**config.mk**
```make
export PLATFORM = sky130hd
export DESIGN_NAME = sac_ctrl
export DESIGN_NICKNAME = d
export VERILOG_FILES = /design/src/logic/sac_pkg.sv /design/src/logic/sac_tad_gen.sv /design/src/logic/sac_ctrl.sv
export SDC_FILE = /design/constraint.sdc
export NUM_CORES = 1
export LEC_CHECK = 0
export BUFFER_PORTS_ARGS = -buffer_cell sky130_fd_sc_hd__buf_2
export CORE_MARGIN = 5
export CORE_UTILIZATION = 35
export CTS_CLUSTER_DIAMETER = 80
export DETAILED_ROUTE_END_ITERATION = 10
export PLACE_DENSITY = 0.6
export SETUP_SLACK_MARGIN = 0.2
export SLEW_MARGIN = 0
export SYNTH_ARGS = -nofsm -noshare
export SYNTH_HDL_FRONTEND = slang
export SYNTH_SLANG_ARGS = --single-unit
```
**constraint.sdc**
```tcl
create_clock -name clk -period 4.48 [get_ports clk]
set_input_delay 0.448 -clock clk [delete_from_list [all_inputs] [get_ports clk]]
set_output_delay 0.448 -clock clk [all_outputs]
set_load 0.03 [all_outputs]
```
**src/logic/sac_pkg.sv**
```systemverilog
// Constants, register map and carrier types for the SAR converter control block.
// Assumes a single 10 MHz clock and a synchronous active-low reset.
//
// Summary of operation
// - Result is placed left or right justified per the justify select bit.
// - Converter runs only while converter_on, control bit 0, is one.
// - Writing go bit 1 with the converter already on starts a conversion; reads one while converting.
// - On completion go clears, done flag sets, both result bytes load.
// - Clearing go early aborts; result bytes keep the previous result.
// - After an abort wait two TAD, then acquisition restarts automatically.
// - Reset returns all registers to reset values; converter off, conversion ended.
// - Halt conversion needs the RC clock; RC start waits one instruction cycle.
// - In halt with RC clock and irq enable, completion wakes the device.
// - In halt with RC clock and no irq enable, converter powers down after.
// - Halt entry with a non-RC clock aborts and powers down; on bit stays.
// - Channel select bits 4-2 route input 0 to input 7.
// - Clock select bits 6-4 pick divide 2..64 or the RC clock.
// - Unimplemented bits read as zero.
// - Left: high byte bits 9-2, low byte top bits 1-0; right: high low bits 9-8.
// - A conversion takes 11 TAD, one bit per TAD from the MSB.
// - Done flag sets at every completion regardless of irq enable.
// - Reference select one picks the external pin, zero the supply.
package sac_pkg;

  // Register indices on the 3-bit address port
  localparam logic [2:0] OFS_CTRL   = 3'h0;
  localparam logic [2:0] OFS_CLKSEL = 3'h1;
  localparam logic [2:0] OFS_RESHI  = 3'h2;
  localparam logic [2:0] OFS_RESLO  = 3'h3;
  localparam logic [2:0] OFS_STAT   = 3'h4;

  // Conversion control fields
  localparam int CTRL_ON_BIT   = 0;
  localparam int CTRL_GO_BIT   = 1;
  localparam int CTRL_CHAN_LSB = 2;
  localparam int CTRL_REF_BIT  = 6;
  localparam int CTRL_JUST_BIT = 7;
  // Clock select field and status fields
  localparam int CS_LSB        = 4;
  localparam int STAT_DONE_BIT = 0;
  localparam int STAT_IE_BIT   = 1;

  // Reset values
  localparam logic [7:0] RST_CTRL   = 8'h00;
  localparam logic [2:0] RST_CLKSEL = 3'h0;
  localparam logic [7:0] RST_RES    = 8'h00;

  // RC clock code pattern x11 in the low two bits of clock select
  localparam logic [1:0] CS_RC_LOW = 2'h3;

  // Timing
  localparam int CLK_PERIOD_NS = 100;
  localparam int INSTR_NS      = 400;
  localparam int INSTR_CYC     = (INSTR_NS + CLK_PERIOD_NS - 1) / CLK_PERIOD_NS;
  localparam int CONV_TADS     = 11;
  localparam int ABORT_TADS    = 2;
  localparam int RES_BITS      = 10;

  // Register bus request
  typedef struct packed {
    logic [2:0] addr;
    logic [7:0] wdata;
    logic       wr;
    logic       rd;
  } sac_bus_req_type;

  // Controls toward the analog front end
  typedef struct packed {
    logic [2:0] chanSel;
    logic       refExt;
    logic [9:0] dacCode;
    logic       sampleOn;
    logic       powerOn;
  } sac_ana_type;

  typedef enum logic [1:0] {
    ST_IDLE,
    ST_DELAY,
    ST_CONV,
    ST_ABWAIT
  } sac_state_type;

endpackage

```
**src/logic/sac_tad_gen.sv**
```systemverilog
// Bit-period (TAD) tick generator for the conversion sequencer.
// Assumes rcTick is a one-cycle pulse synchronous to clk from the RC oscillator.
module sac_tad_gen
  import sac_pkg::*;
(
  // Clock and reset
  input  wire logic       clk,
  input  wire logic       rst_n,
  // Control
  input  wire logic       run,
  input  wire logic [2:0] clkSel,
  input  wire logic       rcTick,
  // Tick out
  output logic            tadTick
);

  logic [5:0] divCnt_ff;
  logic [5:0] nxt_divCnt;
  logic [2:0] divShift;
  logic [6:0] divPeriod;
  logic [5:0] divLast;
  logic       rcSel;

  // Code to shift: 000,100,001,101,010,110 give 2..64
  assign rcSel     = (clkSel[1:0] == CS_RC_LOW);
  assign divShift  = {clkSel[1:0], clkSel[2]};
  assign divPeriod = 7'h02 << divShift;
  assign divLast   = 6'(divPeriod - 7'h01);
  // RC ticks pass straight through so halt conversions keep running
  assign tadTick   = run & (rcSel ? rcTick : (divCnt_ff == divLast));
  // Counter restarts with each run so the first TAD is whole
  assign nxt_divCnt = (!run || tadTick || rcSel) ? 6'h00 : 6'(divCnt_ff + 6'h01);

  // Divider count
  always_ff @(posedge clk) begin
    if (!rst_n) begin
      divCnt_ff <= 6'h00;
    end else begin
      divCnt_ff <= nxt_divCnt;
    end
  end

endmodule

```
**src/logic/sac_ctrl.sv**
```systemverilog
// Control logic of a 10-bit successive-approximation converter: registers,
// sequencer, abort and halt handling, result justification.
// Assumes the comparator output is valid one TAD after dacCode changes and
// that sleepReq and rcTick are synchronous to clk.
module sac_ctrl
  import sac_pkg::*;
(
  // Clock and reset
  input  wire logic            clk,
  input  wire logic            rst_n,
  // Register port
  input  wire sac_bus_req_type busReq,
  output logic [7:0]           rdData,
  // Analog front end
  input  wire logic            compIn,
  output sac_ana_type          anaOut,
  // System
  input  wire logic            sleepReq,
  input  wire logic            rcTick,
  output logic                 wakeReq
);

  // Registers
  logic          convOn_ff, goFlag_ff, refExt_ff, just_ff;
  logic [2:0]    chan_ff, clkSel_ff;
  logic          doneFlag_ff, irqEn_ff;
  logic [7:0]    resHi_ff, resLo_ff, rdData_ff;
  sac_state_type state_ff, nxt_state;
  logic [9:0]    sar_ff, trial_ff;
  logic [2:0]    dlyCnt_ff;
  logic          abTad_ff, sleepPrev_ff, pwrDown_ff, wakeReq_ff;
  logic [3:0]    tadHelp_ff;

  // Next values
  logic          nxt_goFlag, nxt_doneFlag, nxt_pwrDown, nxt_wake;
  logic [7:0]    nxt_resHi, nxt_resLo, nxt_rdData;
  logic [9:0]    nxt_sar, nxt_trial;

  // Decodes
  logic          wrCtrl, wrClk, wrHi, wrLo, wrStat;
  logic          rcSel, sleepRise, active, startReq, swAbort, haltAbort;
  logic          tadTick, run, lastBit, complete;
  logic [9:0]    newSar;
  logic [7:0]    packHi, packLo, ctrlRd, clkRd, statRd;

  // Register write decode
  assign wrCtrl = busReq.wr && (busReq.addr == OFS_CTRL);
  assign wrClk  = busReq.wr && (busReq.addr == OFS_CLKSEL);
  assign wrHi   = busReq.wr && (busReq.addr == OFS_RESHI);
  assign wrLo   = busReq.wr && (busReq.addr == OFS_RESLO);
  assign wrStat = busReq.wr && (busReq.addr == OFS_STAT);

  // Sequencer events
  assign rcSel     = (clkSel_ff[1:0] == CS_RC_LOW);
  assign sleepRise = sleepReq & ~sleepPrev_ff;
  assign active    = (state_ff == ST_DELAY) || (state_ff == ST_CONV);
  // Go counts only once the converter is already on; halt power-down ignores it
  assign startReq  = wrCtrl & busReq.wdata[CTRL_GO_BIT] & busReq.wdata[CTRL_ON_BIT]
                   & (state_ff == ST_IDLE) & ~pwrDown_ff & convOn_ff;
  assign swAbort   = wrCtrl & ~busReq.wdata[CTRL_GO_BIT] & active;
  assign haltAbort = sleepRise & ~rcSel & active;
  // Abort drops run for one cycle so the abort wait starts on a whole TAD
  assign run       = ((state_ff == ST_CONV) && !swAbort) || (state_ff == ST_ABWAIT);
  assign lastBit   = (state_ff == ST_CONV) & tadTick & trial_ff[0];
  // Any abort in the final TAD wins, so no partial result escapes
  assign complete  = lastBit & ~swAbort & ~haltAbort & convOn_ff;
  assign newSar    = sar_ff | (compIn ? trial_ff : 10'h000);

  // Justified packing of the finished result
  assign packHi = just_ff ? {6'h00, newSar[9:8]} : newSar[9:2];
  assign packLo = just_ff ? newSar[7:0] : {newSar[1:0], 6'h00};

  // Read-back images; bit 5 and unused clock bits read zero
  assign ctrlRd = {just_ff, refExt_ff, 1'b0, chan_ff, goFlag_ff, convOn_ff};
  assign clkRd  = {1'b0, clkSel_ff, 4'h0};
  assign statRd = {6'h00, irqEn_ff, doneFlag_ff};

  sac_tad_gen u_tad (
    .clk     (clk),
    .rst_n   (rst_n),
    .run     (run),
    .clkSel  (clkSel_ff),
    .rcTick  (rcTick),
    .tadTick (tadTick)
  );

  // Sequencer state
  always_comb begin
    nxt_state = state_ff;
    unique case (state_ff)
      ST_IDLE: begin
        if (startReq) begin
          nxt_state = rcSel ? ST_DELAY : ST_CONV;
        end
      end
      ST_DELAY: begin
        if (swAbort) begin
          nxt_state = ST_ABWAIT;
        end else if (haltAbort) begin
          nxt_state = ST_IDLE;
        end else if (dlyCnt_ff == 3'(INSTR_CYC - 1)) begin
          nxt_state = ST_CONV;
        end
      end
      ST_CONV: begin
        if (swAbort) begin
          nxt_state = ST_ABWAIT;
        end else if (haltAbort || complete) begin
          nxt_state = ST_IDLE;
        end
      end
      ST_ABWAIT: begin
        if (tadTick && abTad_ff) begin
          nxt_state = ST_IDLE;
        end
      end
    endcase
    // Turning the converter off ends any activity
    if (!convOn_ff) begin
      nxt_state = ST_IDLE;
    end
  end

  // Go flag: written by software, cleared by hardware at the end
  always_comb begin
    nxt_goFlag = goFlag_ff;
    if (wrCtrl) begin
      nxt_goFlag = busReq.wdata[CTRL_GO_BIT] & busReq.wdata[CTRL_ON_BIT]
                 & (active | startReq);
    end
    if (complete || haltAbort || !convOn_ff) begin
      nxt_goFlag = 1'b0;
    end
  end

  // Successive approximation: first TAD samples, then one bit per TAD
  always_comb begin
    nxt_sar   = sar_ff;
    nxt_trial = trial_ff;
    if (startReq) begin
      nxt_sar   = 10'h000;
      nxt_trial = 10'h000;
    end else if ((state_ff == ST_CONV) && tadTick) begin
      if (trial_ff == 10'h000) begin
        nxt_trial = 10'h200;
      end else begin
        nxt_sar   = newSar;
        nxt_trial = trial_ff >> 1;
      end
    end
  end

  // Result bytes: completion loads, otherwise software may write
  assign nxt_resHi = complete ? packHi : (wrHi ? busReq.wdata : resHi_ff);
  assign nxt_resLo = complete ? packLo : (wrLo ? busReq.wdata : resLo_ff);

  // Done flag: set beats a same-cycle clear
  assign nxt_doneFlag = complete | (wrStat ? busReq.wdata[STAT_DONE_BIT] : doneFlag_ff);

  // Halt power-down; released when halt ends
  always_comb begin
    nxt_pwrDown = pwrDown_ff;
    if (sleepRise && !rcSel) begin
      nxt_pwrDown = 1'b1;
    end
    if (complete && sleepReq && rcSel && !irqEn_ff) begin
      nxt_pwrDown = 1'b1;
    end
    if (!sleepReq) begin
      nxt_pwrDown = 1'b0;
    end
  end

  assign nxt_wake = complete & sleepReq & rcSel & irqEn_ff;

  // Read mux; unmapped indices read zero
  assign nxt_rdData = !busReq.rd                 ? 8'h00 :
                      (busReq.addr == OFS_CTRL)   ? ctrlRd :
                      (busReq.addr == OFS_CLKSEL) ? clkRd :
                      (busReq.addr == OFS_RESHI)  ? resHi_ff :
                      (busReq.addr == OFS_RESLO)  ? resLo_ff :
                      (busReq.addr == OFS_STAT)   ? statRd : 8'h00;

  // Configuration registers
  always_ff @(posedge clk) begin
    if (!rst_n) begin
      {just_ff, refExt_ff} <= RST_CTRL[7:6];
      chan_ff              <= RST_CTRL[4:2];
      convOn_ff            <= RST_CTRL[CTRL_ON_BIT];
      clkSel_ff            <= RST_CLKSEL;
      irqEn_ff             <= 1'b0;
    end else begin
      if (wrCtrl) begin
        just_ff   <= busReq.wdata[CTRL_JUST_BIT];
        refExt_ff <= busReq.wdata[CTRL_REF_BIT];
        chan_ff   <= busReq.wdata[CTRL_CHAN_LSB +: 3];
        convOn_ff <= busReq.wdata[CTRL_ON_BIT];
      end
      if (wrClk) begin
        clkSel_ff <= busReq.wdata[CS_LSB +: 3];
      end
      if (wrStat) begin
        irqEn_ff <= busReq.wdata[STAT_IE_BIT];
      end
    end
  end

  // Sequencer and result registers
  always_ff @(posedge clk) begin
    if (!rst_n) begin
      state_ff    <= ST_IDLE;
      goFlag_ff   <= 1'b0;
      sar_ff      <= 10'h000;
      trial_ff    <= 10'h000;
      resHi_ff    <= RST_RES;
      resLo_ff    <= RST_RES;
      doneFlag_ff <= 1'b0;
    end else begin
      state_ff    <= nxt_state;
      goFlag_ff   <= nxt_goFlag;
      sar_ff      <= nxt_sar;
      trial_ff    <= nxt_trial;
      resHi_ff    <= nxt_resHi;
      resLo_ff    <= nxt_resLo;
      doneFlag_ff <= nxt_doneFlag;
    end
  end

  // Delay counters, halt tracking, outputs
  always_ff @(posedge clk) begin
    if (!rst_n) begin
      dlyCnt_ff    <= 3'h0;
      abTad_ff     <= 1'b0;
      sleepPrev_ff <= 1'b0;
      pwrDown_ff   <= 1'b0;
      wakeReq_ff   <= 1'b0;
      rdData_ff    <= 8'h00;
    end else begin
      dlyCnt_ff    <= (state_ff == ST_DELAY) ? 3'(dlyCnt_ff + 3'h1) : 3'h0;
      abTad_ff     <= (state_ff == ST_ABWAIT) ? (abTad_ff | tadTick) : 1'b0;
      sleepPrev_ff <= sleepReq;
      pwrDown_ff   <= nxt_pwrDown;
      wakeReq_ff   <= nxt_wake;
      rdData_ff    <= nxt_rdData;
    end
  end

  // Outputs; dacCode is an OR of two flops, glitch-free enough for the DAC latch
  assign rdData          = rdData_ff;
  assign wakeReq         = wakeReq_ff;
  assign anaOut.chanSel  = chan_ff;
  assign anaOut.refExt   = refExt_ff;
  assign anaOut.dacCode  = sar_ff | trial_ff;
  assign anaOut.powerOn  = convOn_ff & ~pwrDown_ff;
  // Acquisition runs whenever powered and idle, so it restarts after aborts
  assign anaOut.sampleOn = convOn_ff & ~pwrDown_ff & (state_ff == ST_IDLE);

  // Helper: TAD ticks seen in the conversion state, for the length check
  always_ff @(posedge clk) begin
    if (!rst_n) begin
      tadHelp_ff <= 4'h0;
    end else if (state_ff != ST_CONV) begin
      tadHelp_ff <= 4'h0;
    end else if (tadTick) begin
      tadHelp_ff <= 4'(tadHelp_ff + 4'h1);
    end
  end

  a_done_sets_flag: assert property (@(posedge clk) disable iff (!rst_n)
    complete |=> doneFlag_ff && !goFlag_ff && (state_ff == ST_IDLE))
    else $error("completion did not set done and clear go");

  a_conv_eleven_tad: assert property (@(posedge clk) disable iff (!rst_n)
    complete |-> (tadHelp_ff == 4'hA))
    else $error("conversion did not last eleven TAD");

  a_abort_keeps_result: assert property (@(posedge clk) disable iff (!rst_n)
    (swAbort && !wrHi && !wrLo) |=> $stable(resHi_ff) && $stable(resLo_ff)
      && (state_ff == ST_ABWAIT))
    else $error("abort changed the result");

  a_abort_no_flag: assert property (@(posedge clk) disable iff (!rst_n)
    (swAbort || haltAbort) && !wrStat |=> (doneFlag_ff == $past(doneFlag_ff)))
    else $error("aborted conversion set done flag");

  a_abort_wait_end: assert property (@(posedge clk) disable iff (!rst_n)
    (state_ff == ST_ABWAIT) && tadTick && abTad_ff && convOn_ff
      |=> (state_ff == ST_IDLE) ##0 anaOut.sampleOn == !pwrDown_ff)
    else $error("abort wait did not end after two TAD");

  a_rc_start_delay: assert property (@(posedge clk) disable iff (!rst_n)
    startReq && rcSel && !busReq.rd |=> (state_ff == ST_DELAY) && (dlyCnt_ff == 3'h0))
    else $error("RC start skipped the instruction delay");

  a_halt_abort: assert property (@(posedge clk) disable iff (!rst_n)
    haltAbort && !wrCtrl |=> (state_ff == ST_IDLE) && !goFlag_ff && pwrDown_ff && convOn_ff)
    else $error("halt entry did not abort and power down");

  a_halt_wake: assert property (@(posedge clk) disable iff (!rst_n)
    complete && sleepReq && rcSel && irqEn_ff |=> wakeReq)
    else $error("no wake on halt completion");

  a_left_justify: assert property (@(posedge clk) disable iff (!rst_n)
    complete && !just_ff |=> (resHi_ff == $past(newSar[9:2])) && (resLo_ff[5:0] == 6'h00))
    else $error("left justified result misplaced");

  a_off_idles: assert property (@(posedge clk) disable iff (!rst_n)
    !convOn_ff |=> (state_ff == ST_IDLE) && !goFlag_ff)
    else $error("converter ran while disabled");

endmodule

```
Yosys cells after proc, flatten, opt, wreduce, memory -nomap -nowiden
Index checks and enable logic that the tools add are counted.

Output and inout bits: 25. Register bits: 71. Word-level logic and storage cells: 142.

Bitwise operators: 37. Shift-type cells: 1. Mux-type cells: 26. Reduce and logical (&&, ||, !) cells: 40. Eq/ne operators: 14. Add/sub/neg operators: 3.

Operator list (count): two-way mux 8 bit (10); AND 1 bit (23); two-way mux 10 bit (2); OR 10 bit (2); two-way mux 2 bit (9); logical AND 1 bit (12); AND reduction 2 bit (6); logical NOT 10 bit (1); == test 3 x 2 -> 1 bit, second input constant (3); NOT 1 bit (9); case mux 2 bit (4 select lines) (1); adder 6 x 1 -> 6 bit, second input constant (1); == test 2 bit, second input constant (3); == test 6 bit (1); logical OR 1 bit (6); nonzero test 2 bit (3); OR reduction 2 bit (3); left shift 2 x 3 -> 6 bit, first input constant (1); subtractor 6 x 1 -> 6 bit, second input constant (1); logical NOT 1 bit (5); two-way mux 1 bit (4); inequality test 2 bit, second input constant (2); inequality test 4 bit, second input constant (1); AND reduction 4 bit (1); other kinds (9) (11).

Longest topological paths before layout
Gate-level depths: netlist (run 1).

Depth in word-level cells: 17. Mapped depth: 11.

Hierarchy
Synthesis (run 1) repeated with hierarchy kept, for this count alone.

Cell total of the unflattened synthesis: 400. Area total of the unflattened synthesis: 3393.3 um2.

Modules (own cells, without submodules): sac_ctrl (cells each 355, sequential area each 1301.2 um2, area an instance 3026.7 um2, instances 1); sac_tad_gen (cells each 45, sequential area each 120.1 um2, area an instance 366.6 um2, instances 1).

Worst setup path before layout (run 1)
No wires, ideal clock.

Path type: flip-flop to flip-flop. Start: reg clkSel_ff[0]. End: reg resLo_ff[0]. Arrival: 2.286 ns. Stages on the path, launching flop included: 9. Setup slack: 2.074 ns. Cells stage by stage: dfxtp_1 or3_4 ha_1 nor4b_1 a31oi_1 a21o_2 a32o_4 nand2_4 mux2_2.

Longest elaborated chain between the ends: 11. Elaborated cells on any way between the ends: 17. Classes of those cells: 1 x add/sub; 2 x eq/ne; 1 x shift; 2 x mux; 10 x bitwise; 1 x reduce/logical.

Ends and longest elaborated chain: from (decl) (line sac_ctrl.sv:25) `logic [2:0] chan_ff, clkSel_ff;`; from (signal assigned) (line sac_ctrl.sv:200) `clkSel_ff <= busReq.wdata[CS_LSB +: 3];`; left shift 2 x 3 -> 6 bit (line sac_tad_gen.sv:27) `assign divPeriod = 7'h02 << divShift;`; subtractor 6 x 1 -> 6 bit (line sac_tad_gen.sv:28) `assign divLast = 6'(divPeriod - 7'h01);`; == test 6 bit (line sac_tad_gen.sv:30) `assign tadTick = run & (rcSel ? rcTick : (divCnt_ff == divLast));`; two-way mux 1 bit (line sac_tad_gen.sv:30); AND 1 bit (line sac_tad_gen.sv:30); AND 1 bit (2 in a row) (line sac_ctrl.sv:64) `assign lastBit = (state_ff == ST_CONV) & tadTick & trial_ff[0];`; AND 1 bit (line sac_ctrl.sv:66) `assign complete = lastBit & ~swAbort & ~haltAbort & convOn_ff;`; AND 1 bit * (2 in a row) (line sac_ctrl.sv:66); two-way mux 8 bit / nonzero test 2 bit (equally long branches); to (signal assigned) (line sac_ctrl.sv:224) `resLo_ff <= nxt_resLo;`; to (decl) (line sac_ctrl.sv:27) `logic [7:0] resHi_ff, resLo_ff, rdData_ff;`.

Mark *: on every way between the ends. The rest lies on a longest branch, timed or not. A chain may end at the register's enable or synchronous reset.

Final worst setup path (run 1)
Start: reg clkSel_ff[1]. End: reg resLo_ff[0].

Same word-level chain as after synthesis.

==> results.cfg, run 1 <==
[sta]
layout_min_cycle_time_ns = 2.795
slew_headroom_pct = 42.36
setup_violations = 0
finalCritPeriodShare_pct = 62.39
timing_max_transition_violations_final = 0
finalClockSkew_ns = 0.01012
setup_tns_ns = 0
finalHoldViolCount = 0
worst_slew_pin_slew_ns = 0.8614
hold_ws_ns = 0.3796
grt_setup_unrepaired = no
max_freq_ghz = 0.3578

[worst_setup_path]
crit-reg2reg-capture = resLo_ff[0]
crit_slowest_cell = sky130_fd_sc_hd__or3_4
crit_fanout = 15
worstPathCellList = or3_4 -> ha_1 -> nor4b_1 -> a31oi_1 -> a21o_2 -> a32o_4 -> nand2_4 -> mux2_2
end_kind = register
worst-path-buf-inv = 0
data_required_time_of_the_worst_path_ns = 4.72
startpoint_type = register
worst_setup_path_startpoint = clkSel_ff[1]
setup.worst_path.class = register to register
cp.arrival_ns = 3.03
timing.reg2reg.setup_slack_ns = 1.68
critical-path-top-delay-family = simple AND/OR/NAND/NOR gates
crit-reg2reg-launch = clkSel_ff[1]
rr_worst_depth = 8
cpPeakStageDelay_ns = 0.42

[synthesis]
compound_gate_fraction_of_synth_area_pct = 13.26
synth-seq-area-share_pct = 38.33
yosys.area.top_type = sky130_fd_sc_hd__dfxtp_1
syn_inst = 410
synthMuxAreaShare_pct = 15.52
synth_top_family_by_area = simple AND/OR/NAND/NOR gates
postSynthAreaPerCell_sq_um = 9.045
post_synth_main_area_contributors = sky130_fd_sc_hd__dfxtp_1 (38%), sky130_fd_sc_hd__mux2i_1 (7.8%), sky130_fd_sc_hd__nand2_1 (6.7%), sky130_fd_sc_hd__mux2_2 (6.4%), sky130_fd_sc_hd__nor2_1 (3.1%)
yosys.cell_types.count = 63
synth_async_sr_flop_share_pct = 0
synth_simple_gate_area_share_pct = 22.87
post_synthesis_net_count = 436
synth_flop_cell = sky130_fd_sc_hd__dfxtp_1
post_synthesis_share_of_cell_area_spent_on_full_adders_half_adders_and_majority_gates_pct = 2.699
cell_area_synth_sq_um = 3709
post-synth-top-area-fraction_pct = 38.33
synth_enable_flop_cells = 0
synth_xor_xnor_area_share_pct = 1.889
ys.warnings.count = 0
yosys_register_bits = 71

[clocking]
cts_tree = built
htreeDepth = 3
worst_skew_pair.late_latency_ns = 0.34
cts-buffers-inserted = 9
total_setup_buffers_inserted_after_cts = 0
cts.reportedPaths.clkPinSlew_ns = 0.07
root_buffer_master = sky130_fd_sc_hd__clkbuf_8
clock_tree.buffer_depth = 2
post_cts_resize_count = 0
clkSinkCount = 71
cts_hold_repair.buffers = 0

[drt]
num_vias = 2965
drt_pass1_iterations = 4
wl_final_mm = 8.676
avgViaCountPerCell = 5.121
avgRoutedWirePerCell_um = 14.98
detail_route.drc_violations = 0
antenna_left = 0
drtIter0Drc = 134

[pwr]
power.ir.vdd_worst_v = 0.0001437
power.share.clock_pct = 41.4
portion_of_total_power_attributed_to_combinational_logic_pct = 6.2
power-per-cell-area_nw_per_um2 = 296.6
p_sw_mw = 0.2914
static-leakage-power_nw = 1.815
power.sequential.fraction_pct = 52.4
p_int_mw = 0.9344
p_sw_share_pct = 23.77

[worst_hold_path]
count_of_cells_along_the_worst_hold_path = 3
min_to = rdData[0]
holdCritPathClass = input pin to register
hold_path_startpoint = busReq[0]

[grt]
grt_start_max_net_pins = 32
number_of_antenna_violations_at_the_first_check_in_global_routing = 0
first_global_vias = 2914
first_pass_grt_wire_length_mm = 14.70
grt_remaining_overflow = 0
grt.total_usage_pct = 14.07

[finish]
num_antenna_cells = 0
proportion_of_layout_cells_with_a_drive_suffix_above_1_pct = 25.06
finish.net_count = 465
syn2layout_area_growth_pct = 11.44
layout.filler_cells = 1074

[floorplan]
die_y_um = 112.9
num_io_pins = 43
starting_density_of_the_core_pct = 35.92
number_of_rows_in_the_core_area = 37
coreArea_sq_um = 10320
die_area_sq_um = 12750
die_width_um = 112.9

[outcome]
run_status = complete, no violations

[place]
gp_routability_congestion = 0.7872
io_buffer_count = 42
dp.final_hpwl_mm = 6.198

[run]
maxCapViolations = 0
==> cells in the mapped netlist, types with 8 or more instances <==
cell	number
sky130_fd_sc_hd__mux2i_1	29
sky130_fd_sc_hd__clkbuf_1	12
sky130_fd_sc_hd__a21o_1	9
sky130_fd_sc_hd__o21ai_0	13
sky130_fd_sc_hd__ha_1	8
sky130_fd_sc_hd__mux2_2	21
sky130_fd_sc_hd__a21oi_1	23
sky130_fd_sc_hd__or2_2	11
sky130_fd_sc_hd__dfxtp_1	71
sky130_fd_sc_hd__nor2_1	31
sky130_fd_sc_hd__nand3_1	22
sky130_fd_sc_hd__nand2_1	66
==> metrics by stage <==
stage                     worst slack [ns]  util, %  cell area [sq um]  cells  power [mW]
after global placement               1.770    38.13               3936    564      0.7326
final                                1.685    40.03               4133    579       1.226
after CTS                            1.679    40.03               4133    579       1.243
after global routing                 1.492    40.03               4133    579       1.277
after detailed placement             1.688    38.13               3936    564      0.7332
after floorplan                      2.074        -               3709    410      0.7095
==> registers in the layout (all words and copies together), names as in the netlist <==
signal	count
sar_ff	10
trial_ff	10
rdData	8
resHi_ff	8
resLo_ff	8
u_tad.divCnt_ff	6
chan_ff	3
clkSel_ff	3
dlyCnt_ff	3
state_ff	2
abTad_ff	1
convOn_ff	1
doneFlag_ff	1
goFlag_ff	1
irqEn_ff	1
just_ff	1
pwrDown_ff	1
refExt_ff	1
sleepPrev_ff	1
wakeReq	1
==> placed cells by master, fill, tap and decap left out, types with 2 or more instances in the layout <==
master	Yosys	layout
sky130_fd_sc_hd__dfxtp_1	71	71
sky130_fd_sc_hd__nand2_1	66	66
sky130_fd_sc_hd__buf_2	3	42
sky130_fd_sc_hd__nor2_1	31	31
sky130_fd_sc_hd__mux2i_1	29	29
sky130_fd_sc_hd__nand3_1	22	22
sky130_fd_sc_hd__a21oi_1	23	22
sky130_fd_sc_hd__mux2_2	21	21
sky130_fd_sc_hd__o21ai_0	13	13
sky130_fd_sc_hd__or2_2	11	11
sky130_fd_sc_hd__clkbuf_8	1	10
sky130_fd_sc_hd__a21o_1	9	9
sky130_fd_sc_hd__ha_1	8	8
sky130_fd_sc_hd__inv_1	7	7
sky130_fd_sc_hd__a22oi_1	5	5
sky130_fd_sc_hd__xor2_1	4	4
sky130_fd_sc_hd__xnor2_1	4	4
sky130_fd_sc_hd__and3_1	4	4
sky130_fd_sc_hd__a311oi_1	4	4
sky130_fd_sc_hd__a21oi_2	2	3
sky130_fd_sc_hd__a31oi_1	3	3
sky130_fd_sc_hd__nor2b_1	3	3
sky130_fd_sc_hd__and2_1	2	2
sky130_fd_sc_hd__nand4_1	2	2
sky130_fd_sc_hd__nor4bb_1	2	2
sky130_fd_sc_hd__nand3b_1	2	2
sky130_fd_sc_hd__nor3_1	2	2
sky130_fd_sc_hd__a31o_2	2	2
sky130_fd_sc_hd__nor4_1	2	2
sky130_fd_sc_hd__clkinvlp_4	0	2
sky130_fd_sc_hd__buf_4	2	2
==> worst max path at each step <==
stage                  endpoint  slack, ns  cells past startpoint
detailed placement  resLo_ff[0]       1.69                      8
global route          sar_ff[6]       1.49                      8
floorplan           resLo_ff[0]       2.07                      8
CTS                 resLo_ff[0]       1.68                      8
finish              resLo_ff[0]       1.68                      8
global placement    resLo_ff[0]       1.77                      8
==> area by class of cell <==
| type | instances | area, sq um | area share [%] |
|---|---|---|---|
| Inverter | 8 | 30.03 | 0.7266 |
| Timing Repair Buffer | 44 | 225.2 | 5.450 |
| Multi-Input combinational cell | 305 | 2090 | 50.56 |
| Sequential cell | 71 | 1421 | 34.39 |
| Clock buffer | 10 | 137.6 | 3.330 |
| Tap cell | 136 | 170.2 | 4.117 |
| Clock inverter | 5 | 58.81 | 1.423 |
==> cell families (layout without fill, tap and decap cells) <==
family	count (synthesis)	after routing
AND/OR/NAND/NOR	166	166
AO/OA/AOI/OAI	71	71
flip-flops	71	71
multiplexers	52	52
buffers and inverters	34	67
adder cells (fa/ha/maj)	8	8
XOR/XNOR	8	8
==> per-layer routing <==
metal | track usage [%] | up-vias | wire length, um
li1 | - | 1496 | -
met1 | 19.55 | 1407 | 4274
met2 | 21.76 | 58 | 3894
met3 | 4.439 | 4 | 461
met4 | 2.404 | 0 | 46
met5 | 0 | - | 0
==> worst register-to-register path, cell delays in order, from the launching register on <==
cell                      delay, ns
sky130_fd_sc_hd__dfxtp_1       0.41
sky130_fd_sc_hd__or3_4         0.42
sky130_fd_sc_hd__ha_1          0.26
sky130_fd_sc_hd__nor4b_1       0.26
sky130_fd_sc_hd__a31oi_1       0.09
sky130_fd_sc_hd__a21o_2        0.25
sky130_fd_sc_hd__a32o_4        0.39
sky130_fd_sc_hd__nand2_4       0.24
sky130_fd_sc_hd__mux2_2        0.37
==> power groups by stage <==
stage / registers, mW / logic (mW) / clock network, mW
after floorplan: 0.656 / 0.0536 / 0
after global placement: 0.657 / 0.0753 / 0
after detailed placement: 0.657 / 0.0760 / 0
after CTS: 0.642 / 0.0766 / 0.524
after global routing: 0.643 / 0.0841 / 0.550
final: 0.643 / 0.0762 / 0.507
No activity file was read; power rests on OpenSTA's default activity.
==> run 2, diff against run 1 <==
- PLACE_DENSITY: 0.6 -> 0.62
- clock period: 4.48 -> 2.5 ns (I/O delays scaled with it)
==> results.cfg, run 2 (same netlist as run 1, synthesis figures left out) <==
[grt]
grt.total_usage_pct = 14.43
first_global_vias = 2966
number_of_antenna_violations_at_the_first_check_in_global_routing = 0
first_pass_grt_wire_length_mm = 14.87
grt_remaining_overflow = 0
grt_start_max_net_pins = 32

[finish]
biggestRegsByFlops = sar_ff x10, trial_ff x10
layout.cells.most_common = sky130_fd_sc_hd__dfxtp_1
syn2layout_area_growth_pct = 18.49
finish.net_count = 484
most-common-layout-cells = sky130_fd_sc_hd__dfxtp_1 (70), sky130_fd_sc_hd__nand2_1 (66), sky130_fd_sc_hd__buf_2 (43)
num_antenna_cells = 0
utilization_pct = 42.56
final_area_sq_um = 4394
proportion_of_layout_cells_with_a_drive_suffix_above_1_pct = 30.52

[drt]
antenna_left = 0
avgViaCountPerCell = 5.072
avgRoutedWirePerCell_um = 15.09
drtIter0Drc = 140
detail_route.drc_violations = 0
drt_pass1_iterations = 4
num_vias = 3033
wl_final_mm = 9.022

[floorplan]
num_io_pins = 43
coreArea_sq_um = 10320
starting_density_of_the_core_pct = 35.92
die_area_sq_um = 12750
die_y_um = 112.9
number_of_rows_in_the_core_area = 37
die_width_um = 112.9

[worst_hold_path]
hold_path_startpoint = busReq[4]
holdCritPathClass = input pin to register
count_of_cells_along_the_worst_hold_path = 3
min_to = chan_ff[0]

[place]
placed_area_sq_um = 4073
io_buffer_count = 42
gp_routability_congestion = 0.8442
dp.final_hpwl_mm = 6.377

[worst_setup_path]
data_required_time_of_the_worst_path_ns = 2.73
worstPathCellList = or3_4 -> ha_4 -> xor2_1 -> o211ai_1 -> nor3_4 -> a32o_4 -> buf_12 -> o211ai_4 -> mux2i_1
cp.arrival_ns = 2.59
crit_slowest_cell = sky130_fd_sc_hd__or3_4
crit-reg2reg-launch = clkSel_ff[0]
crit-reg2reg-capture = trial_ff[6]
cpPeakStageDelay_ns = 0.40
crit_fanout = 7
end_kind = register
timing.reg2reg.setup_slack_ns = 0.14
rr_worst_depth = 9
startpoint_type = register
setup.worst_path.class = register to register

[clocking]
clock_tree.buffer_depth = 2
clkSinkCount = 71
cts.reportedPaths.clkPinSlew_ns = 0.08
worst_skew_pair.late_latency_ns = 0.35
root_buffer_master = sky130_fd_sc_hd__clkbuf_8
cts-buffers-inserted = 9
cts_tree = built
cts_hold_repair.buffers = 0
htreeDepth = 3

[sta]
finalHoldViolCount = 0
timing_max_transition_violations_final = 0
setup_violations = 0
finalCritPeriodShare_pct = 94.49
grt_setup_unrepaired = yes
finalClockSkew_ns = 0.01106
max_freq_ghz = 0.4233
setup_tns_ns = 0
slew_headroom_pct = 50.84
layout_min_cycle_time_ns = 2.362
worst_slew_pin_slew_ns = 0.7275

[pwr]
static-leakage-power_nw = 1.915
power-per-cell-area_nw_per_um2 = 498.7
power.ir.vdd_worst_v = 0.0002490

[outcome]
run_status = complete, no violations

[run]
maxCapViolations = 0
==> run 2: cell count changes in the layout (fill, tap and decap cells not counted), sizes merged <==
| cell | change |
|---|---|
| buf | +17 |
| clkbuf | -1 |
| clkinvlp | +1 |
| o211ai | +2 |
==> run 2: worst max-delay path by stage <==
| stage | cells after the start | slack, ns | start | to |
|---|---|---|---|---|
| finish | 9 | 0.14 | clkSel_ff[0] | trial_ff[6] |
| CTS | 9 | 0.14 | clkSel_ff[0] | trial_ff[7] |
| global route | 9 | 0.02 | clkSel_ff[0] | trial_ff[7] |
| global placement | 8 | 0.16 | clkSel_ff[0] | sar_ff[4] |
| floorplan | 8 | 0.20 | clkSel_ff[0] | resLo_ff[0] |
| detailed placement | 8 | 0.07 | clkSel_ff[0] | sar_ff[4] |
==> run 2: timing repair <==
item / 4_1_cts / 5_1_grt
setup endpoints to repair: 38 / 41
pin swaps: 4 / 5
resized for setup: 9 / 15
gates cloned: 3 / 0
buffers inserted: 2 / 0
==> run 2: metal layers <==
layer	track usage (%)	share of wire, %	vias to the layer above
li1	-	-	1535
met1	18.83	48	1428
met2	23.70	47	62
met3	4.332	4.7	8
met4	3.045	0.82	0
met5	0	0	-
==> run 2: metrics by stage <==
stage / cells / power [mW] / setup WS [ns] / hold WS [ns]
2_1_floorplan: 410 / 1.274 / 0.2019 / 0.3860
3_3_place_gp: 578 / 1.326 / 0.1616 / 0.4065
3_5_place_dp: 578 / 1.330 / 0.06567 / 0.4311
4_1_cts: 598 / 2.221 / 0.1373 / 0.1458
5_1_grt: 598 / 2.297 / 0.01625 / 0.1682
6_report: 598 / 2.191 / 0.1376 / 0.1640
==> run 2: power by group <==
group          internal, mW  switching, mW  total, mW
sequential             1.14        0.00773       1.15
combinational        0.0654         0.0949      0.160
clock                 0.451          0.431      0.882
==> run 2: critical path, delay by kind of cell (launching register included) <==
kind / cells / cell delay, ns
and+or+nand+nor: 2 / 0.59
adders and majority gates: 1 / 0.28
muxes: 1 / 0.16
xor gates and xnor gates: 1 / 0.15
DFF: 1 / 0.32
AOI/OAI and AO/OA: 3 / 0.61
buffers and inverters: 1 / 0.14
==> run 2: final cells by class <==
class                      count  area [sq um]
multi-input combinational    307          2198
clock buffer                   9         123.9
clock inverter                 6         62.56
tap                          136         170.2
inverter                       8         30.03
sequential                    71          1423
fill                        1045          5929
timing repair buffer          61         386.6
==> run 3, diff against run 2 <==
- CELL_PAD_IN_SITES_DETAIL_PLACEMENT: unset -> 0
- CELL_PAD_IN_SITES_GLOBAL_PLACEMENT: unset -> 1
- PLACE_DENSITY: 0.62 -> 0.75
==> results.cfg, run 3 (same netlist as run 1, synthesis figures left out) <==
[floorplan]
coreArea_sq_um = 10320
num_io_pins = 43
die_width_um = 112.9
number_of_rows_in_the_core_area = 37
die_area_sq_um = 12750
die_y_um = 112.9
starting_density_of_the_core_pct = 35.92

[pwr]
power.ir.vdd_worst_v = 0.0003209
total_power_mw = 2.332
static-leakage-power_nw = 1.977
p_sw_share_pct = 24.07
power.share.clock_pct = 43.8
power-per-cell-area_nw_per_um2 = 523.7
portion_of_total_power_attributed_to_combinational_logic_pct = 7.0
p_int_mw = 1.771
p_sw_mw = 0.5613
power.sequential.fraction_pct = 49.3

[worst_hold_path]
holdCritPathClass = input pin to register
min_to = chan_ff[0]
count_of_cells_along_the_worst_hold_path = 3
hold_path_startpoint = busReq[4]

[finish]
syn2layout_area_growth_pct = 20.07
biggestRegsByFlops = sar_ff x10, trial_ff x10
most-common-layout-cells = sky130_fd_sc_hd__dfxtp_1 (70), sky130_fd_sc_hd__nand2_1 (66), sky130_fd_sc_hd__buf_2 (43)
utilization_pct = 43.13
finish.net_count = 490
layout.cells.most_common = sky130_fd_sc_hd__dfxtp_1
proportion_of_layout_cells_with_a_drive_suffix_above_1_pct = 30.92
num_antenna_cells = 0

[worst_setup_path]
crit_fanout = 5
data_required_time_of_the_worst_path_ns = 2.78
crit-reg2reg-capture = trial_ff[5]
crit-reg2reg-launch = clkSel_ff[0]
setup.worst_path.class = register to register
startpoint_type = register
timing.reg2reg.setup_slack_ns = 0.16
cp.arrival_ns = 2.62
rr_worst_depth = 9
end_kind = register

[clocking]
clkSinkCount = 71
cts.reportedPaths.clkPinSlew_ns = 0.08
htreeDepth = 3
cts_tree = built
root_buffer_master = sky130_fd_sc_hd__clkbuf_8
clock_tree.buffer_depth = 2
cts-buffers-inserted = 9
cts_hold_repair.buffers = 0
worst_skew_pair.late_latency_ns = 0.35

[drt]
num_vias = 3113
wl_final_mm = 9.375
drt_pass1_iterations = 4
avgRoutedWirePerCell_um = 15.50
detail_route.drc_violations = 0
drtIter0Drc = 122
antenna_left = 0
avgViaCountPerCell = 5.145

[place]
dp.final_hpwl_mm = 6.402
gp_routability_congestion = 0.7862
io_buffer_count = 42

[grt]
grt.total_usage_pct = 15.01
first_pass_grt_wire_length_mm = 15.35
grt_start_max_net_pins = 32
grt_remaining_overflow = 0
first_global_vias = 3078
number_of_antenna_violations_at_the_first_check_in_global_routing = 0

[sta]
timing_max_transition_violations_final = 0
finalCritPeriodShare_pct = 93.55
slew_headroom_pct = 46.77
hold_ws_ns = 0.1473
setup_tns_ns = 0
grt_setup_unrepaired = yes
max_freq_ghz = 0.4276
worst_slew_pin_slew_ns = 0.7877
setup_violations = 0
finalHoldViolCount = 0
layout_min_cycle_time_ns = 2.339
finalClockSkew_ns = 0.009813

[outcome]
run_status = complete, no violations

[run]
maxCapViolations = 0
run 3: changes by cell type in the layout (fill, tap and decap cells not counted), sizes merged:
cell,change
clkinv,+1
bufinv,+1
buf,+5
a32o,+1
clkinvlp,-1
run 3: worst max path at each step:
| stage | slack [ns] | depth (start not counted) | from | to |
|---|---|---|---|---|
| 3_5_place_dp | 0.08 | 8 | clkSel_ff[0] | sar_ff[6] |
| 5_1_grt | 0.04 | 11 | clkSel_ff[0] | state_ff[1] |
| 6_report | 0.16 | 9 | clkSel_ff[0] | trial_ff[5] |
| 3_3_place_gp | 0.15 | 8 | clkSel_ff[0] | sar_ff[5] |
| 2_1_floorplan | 0.20 | 8 | clkSel_ff[0] | resLo_ff[0] |
| 4_1_cts | 0.14 | 9 | clkSel_ff[0] | resLo_ff[3] |
run 3: cell type report:
class | instances | area [sq um]
well taps | 136 | 170.2
clock inverters | 7 | 97.59
fillers | 1021 | 5871
clock buffers | 9 | 123.9
repair buffers | 66 | 420.4
flip-flops and latches | 71 | 1423
multi-input cells | 308 | 2188
inverters | 8 | 30.03
run 3: metrics by stage:
stage | instance area [sq um] | instances | setup WS [ns]
final | 4453 | 605 | 0.1614
after global routing | 4453 | 605 | 0.03596
after CTS | 4405 | 604 | 0.1431
after detailed placement | 4073 | 578 | 0.08159
after global placement | 4073 | 578 | 0.1468
after floorplan | 3727 | 410 | 0.2019
run 3: power by group through the flow:
stage	logic, mW	clock network [mW]	registers (mW)
final	0.162	1.02	1.15
after global routing	0.177	1.09	1.15
after CTS	0.160	1.05	1.15
after detailed placement	0.155	0	1.18
after global placement	0.153	0	1.17
after floorplan	0.0985	0	1.18
run 3: per-layer routing:
metal	track usage (%)	vias to the layer above	part of all wire (%)	routed length, um
met5	0	-	0	0
met1	19.14	1473	47	4408
met4	5.689	0	1.3	121
met2	23.93	71	46	4313
met3	4.492	10	5.7	532
li1	-	1559	-	-
run 3: worst max-delay path, cell delays in order, from the launching register on:
cell                       delay [ns]
sky130_fd_sc_hd__dfxtp_2         0.32
sky130_fd_sc_hd__or3_4           0.39
sky130_fd_sc_hd__ha_4            0.19
sky130_fd_sc_hd__nor4b_2         0.20
sky130_fd_sc_hd__a31oi_1         0.09
sky130_fd_sc_hd__a21o_2          0.22
sky130_fd_sc_hd__a32o_4          0.34
sky130_fd_sc_hd__buf_6           0.14
sky130_fd_sc_hd__o211ai_4        0.14
sky130_fd_sc_hd__mux2i_1         0.23
run 3: timing repair:
item | 4_1_cts | 5_1_grt
pin swaps | 11 | 6
hold endpoints to repair | 0 | 0
setup buffers | 6 | 1
cloned | 4 | 0
setup endpoints to repair | 38 | 47
gates resized for setup | 6 | 8
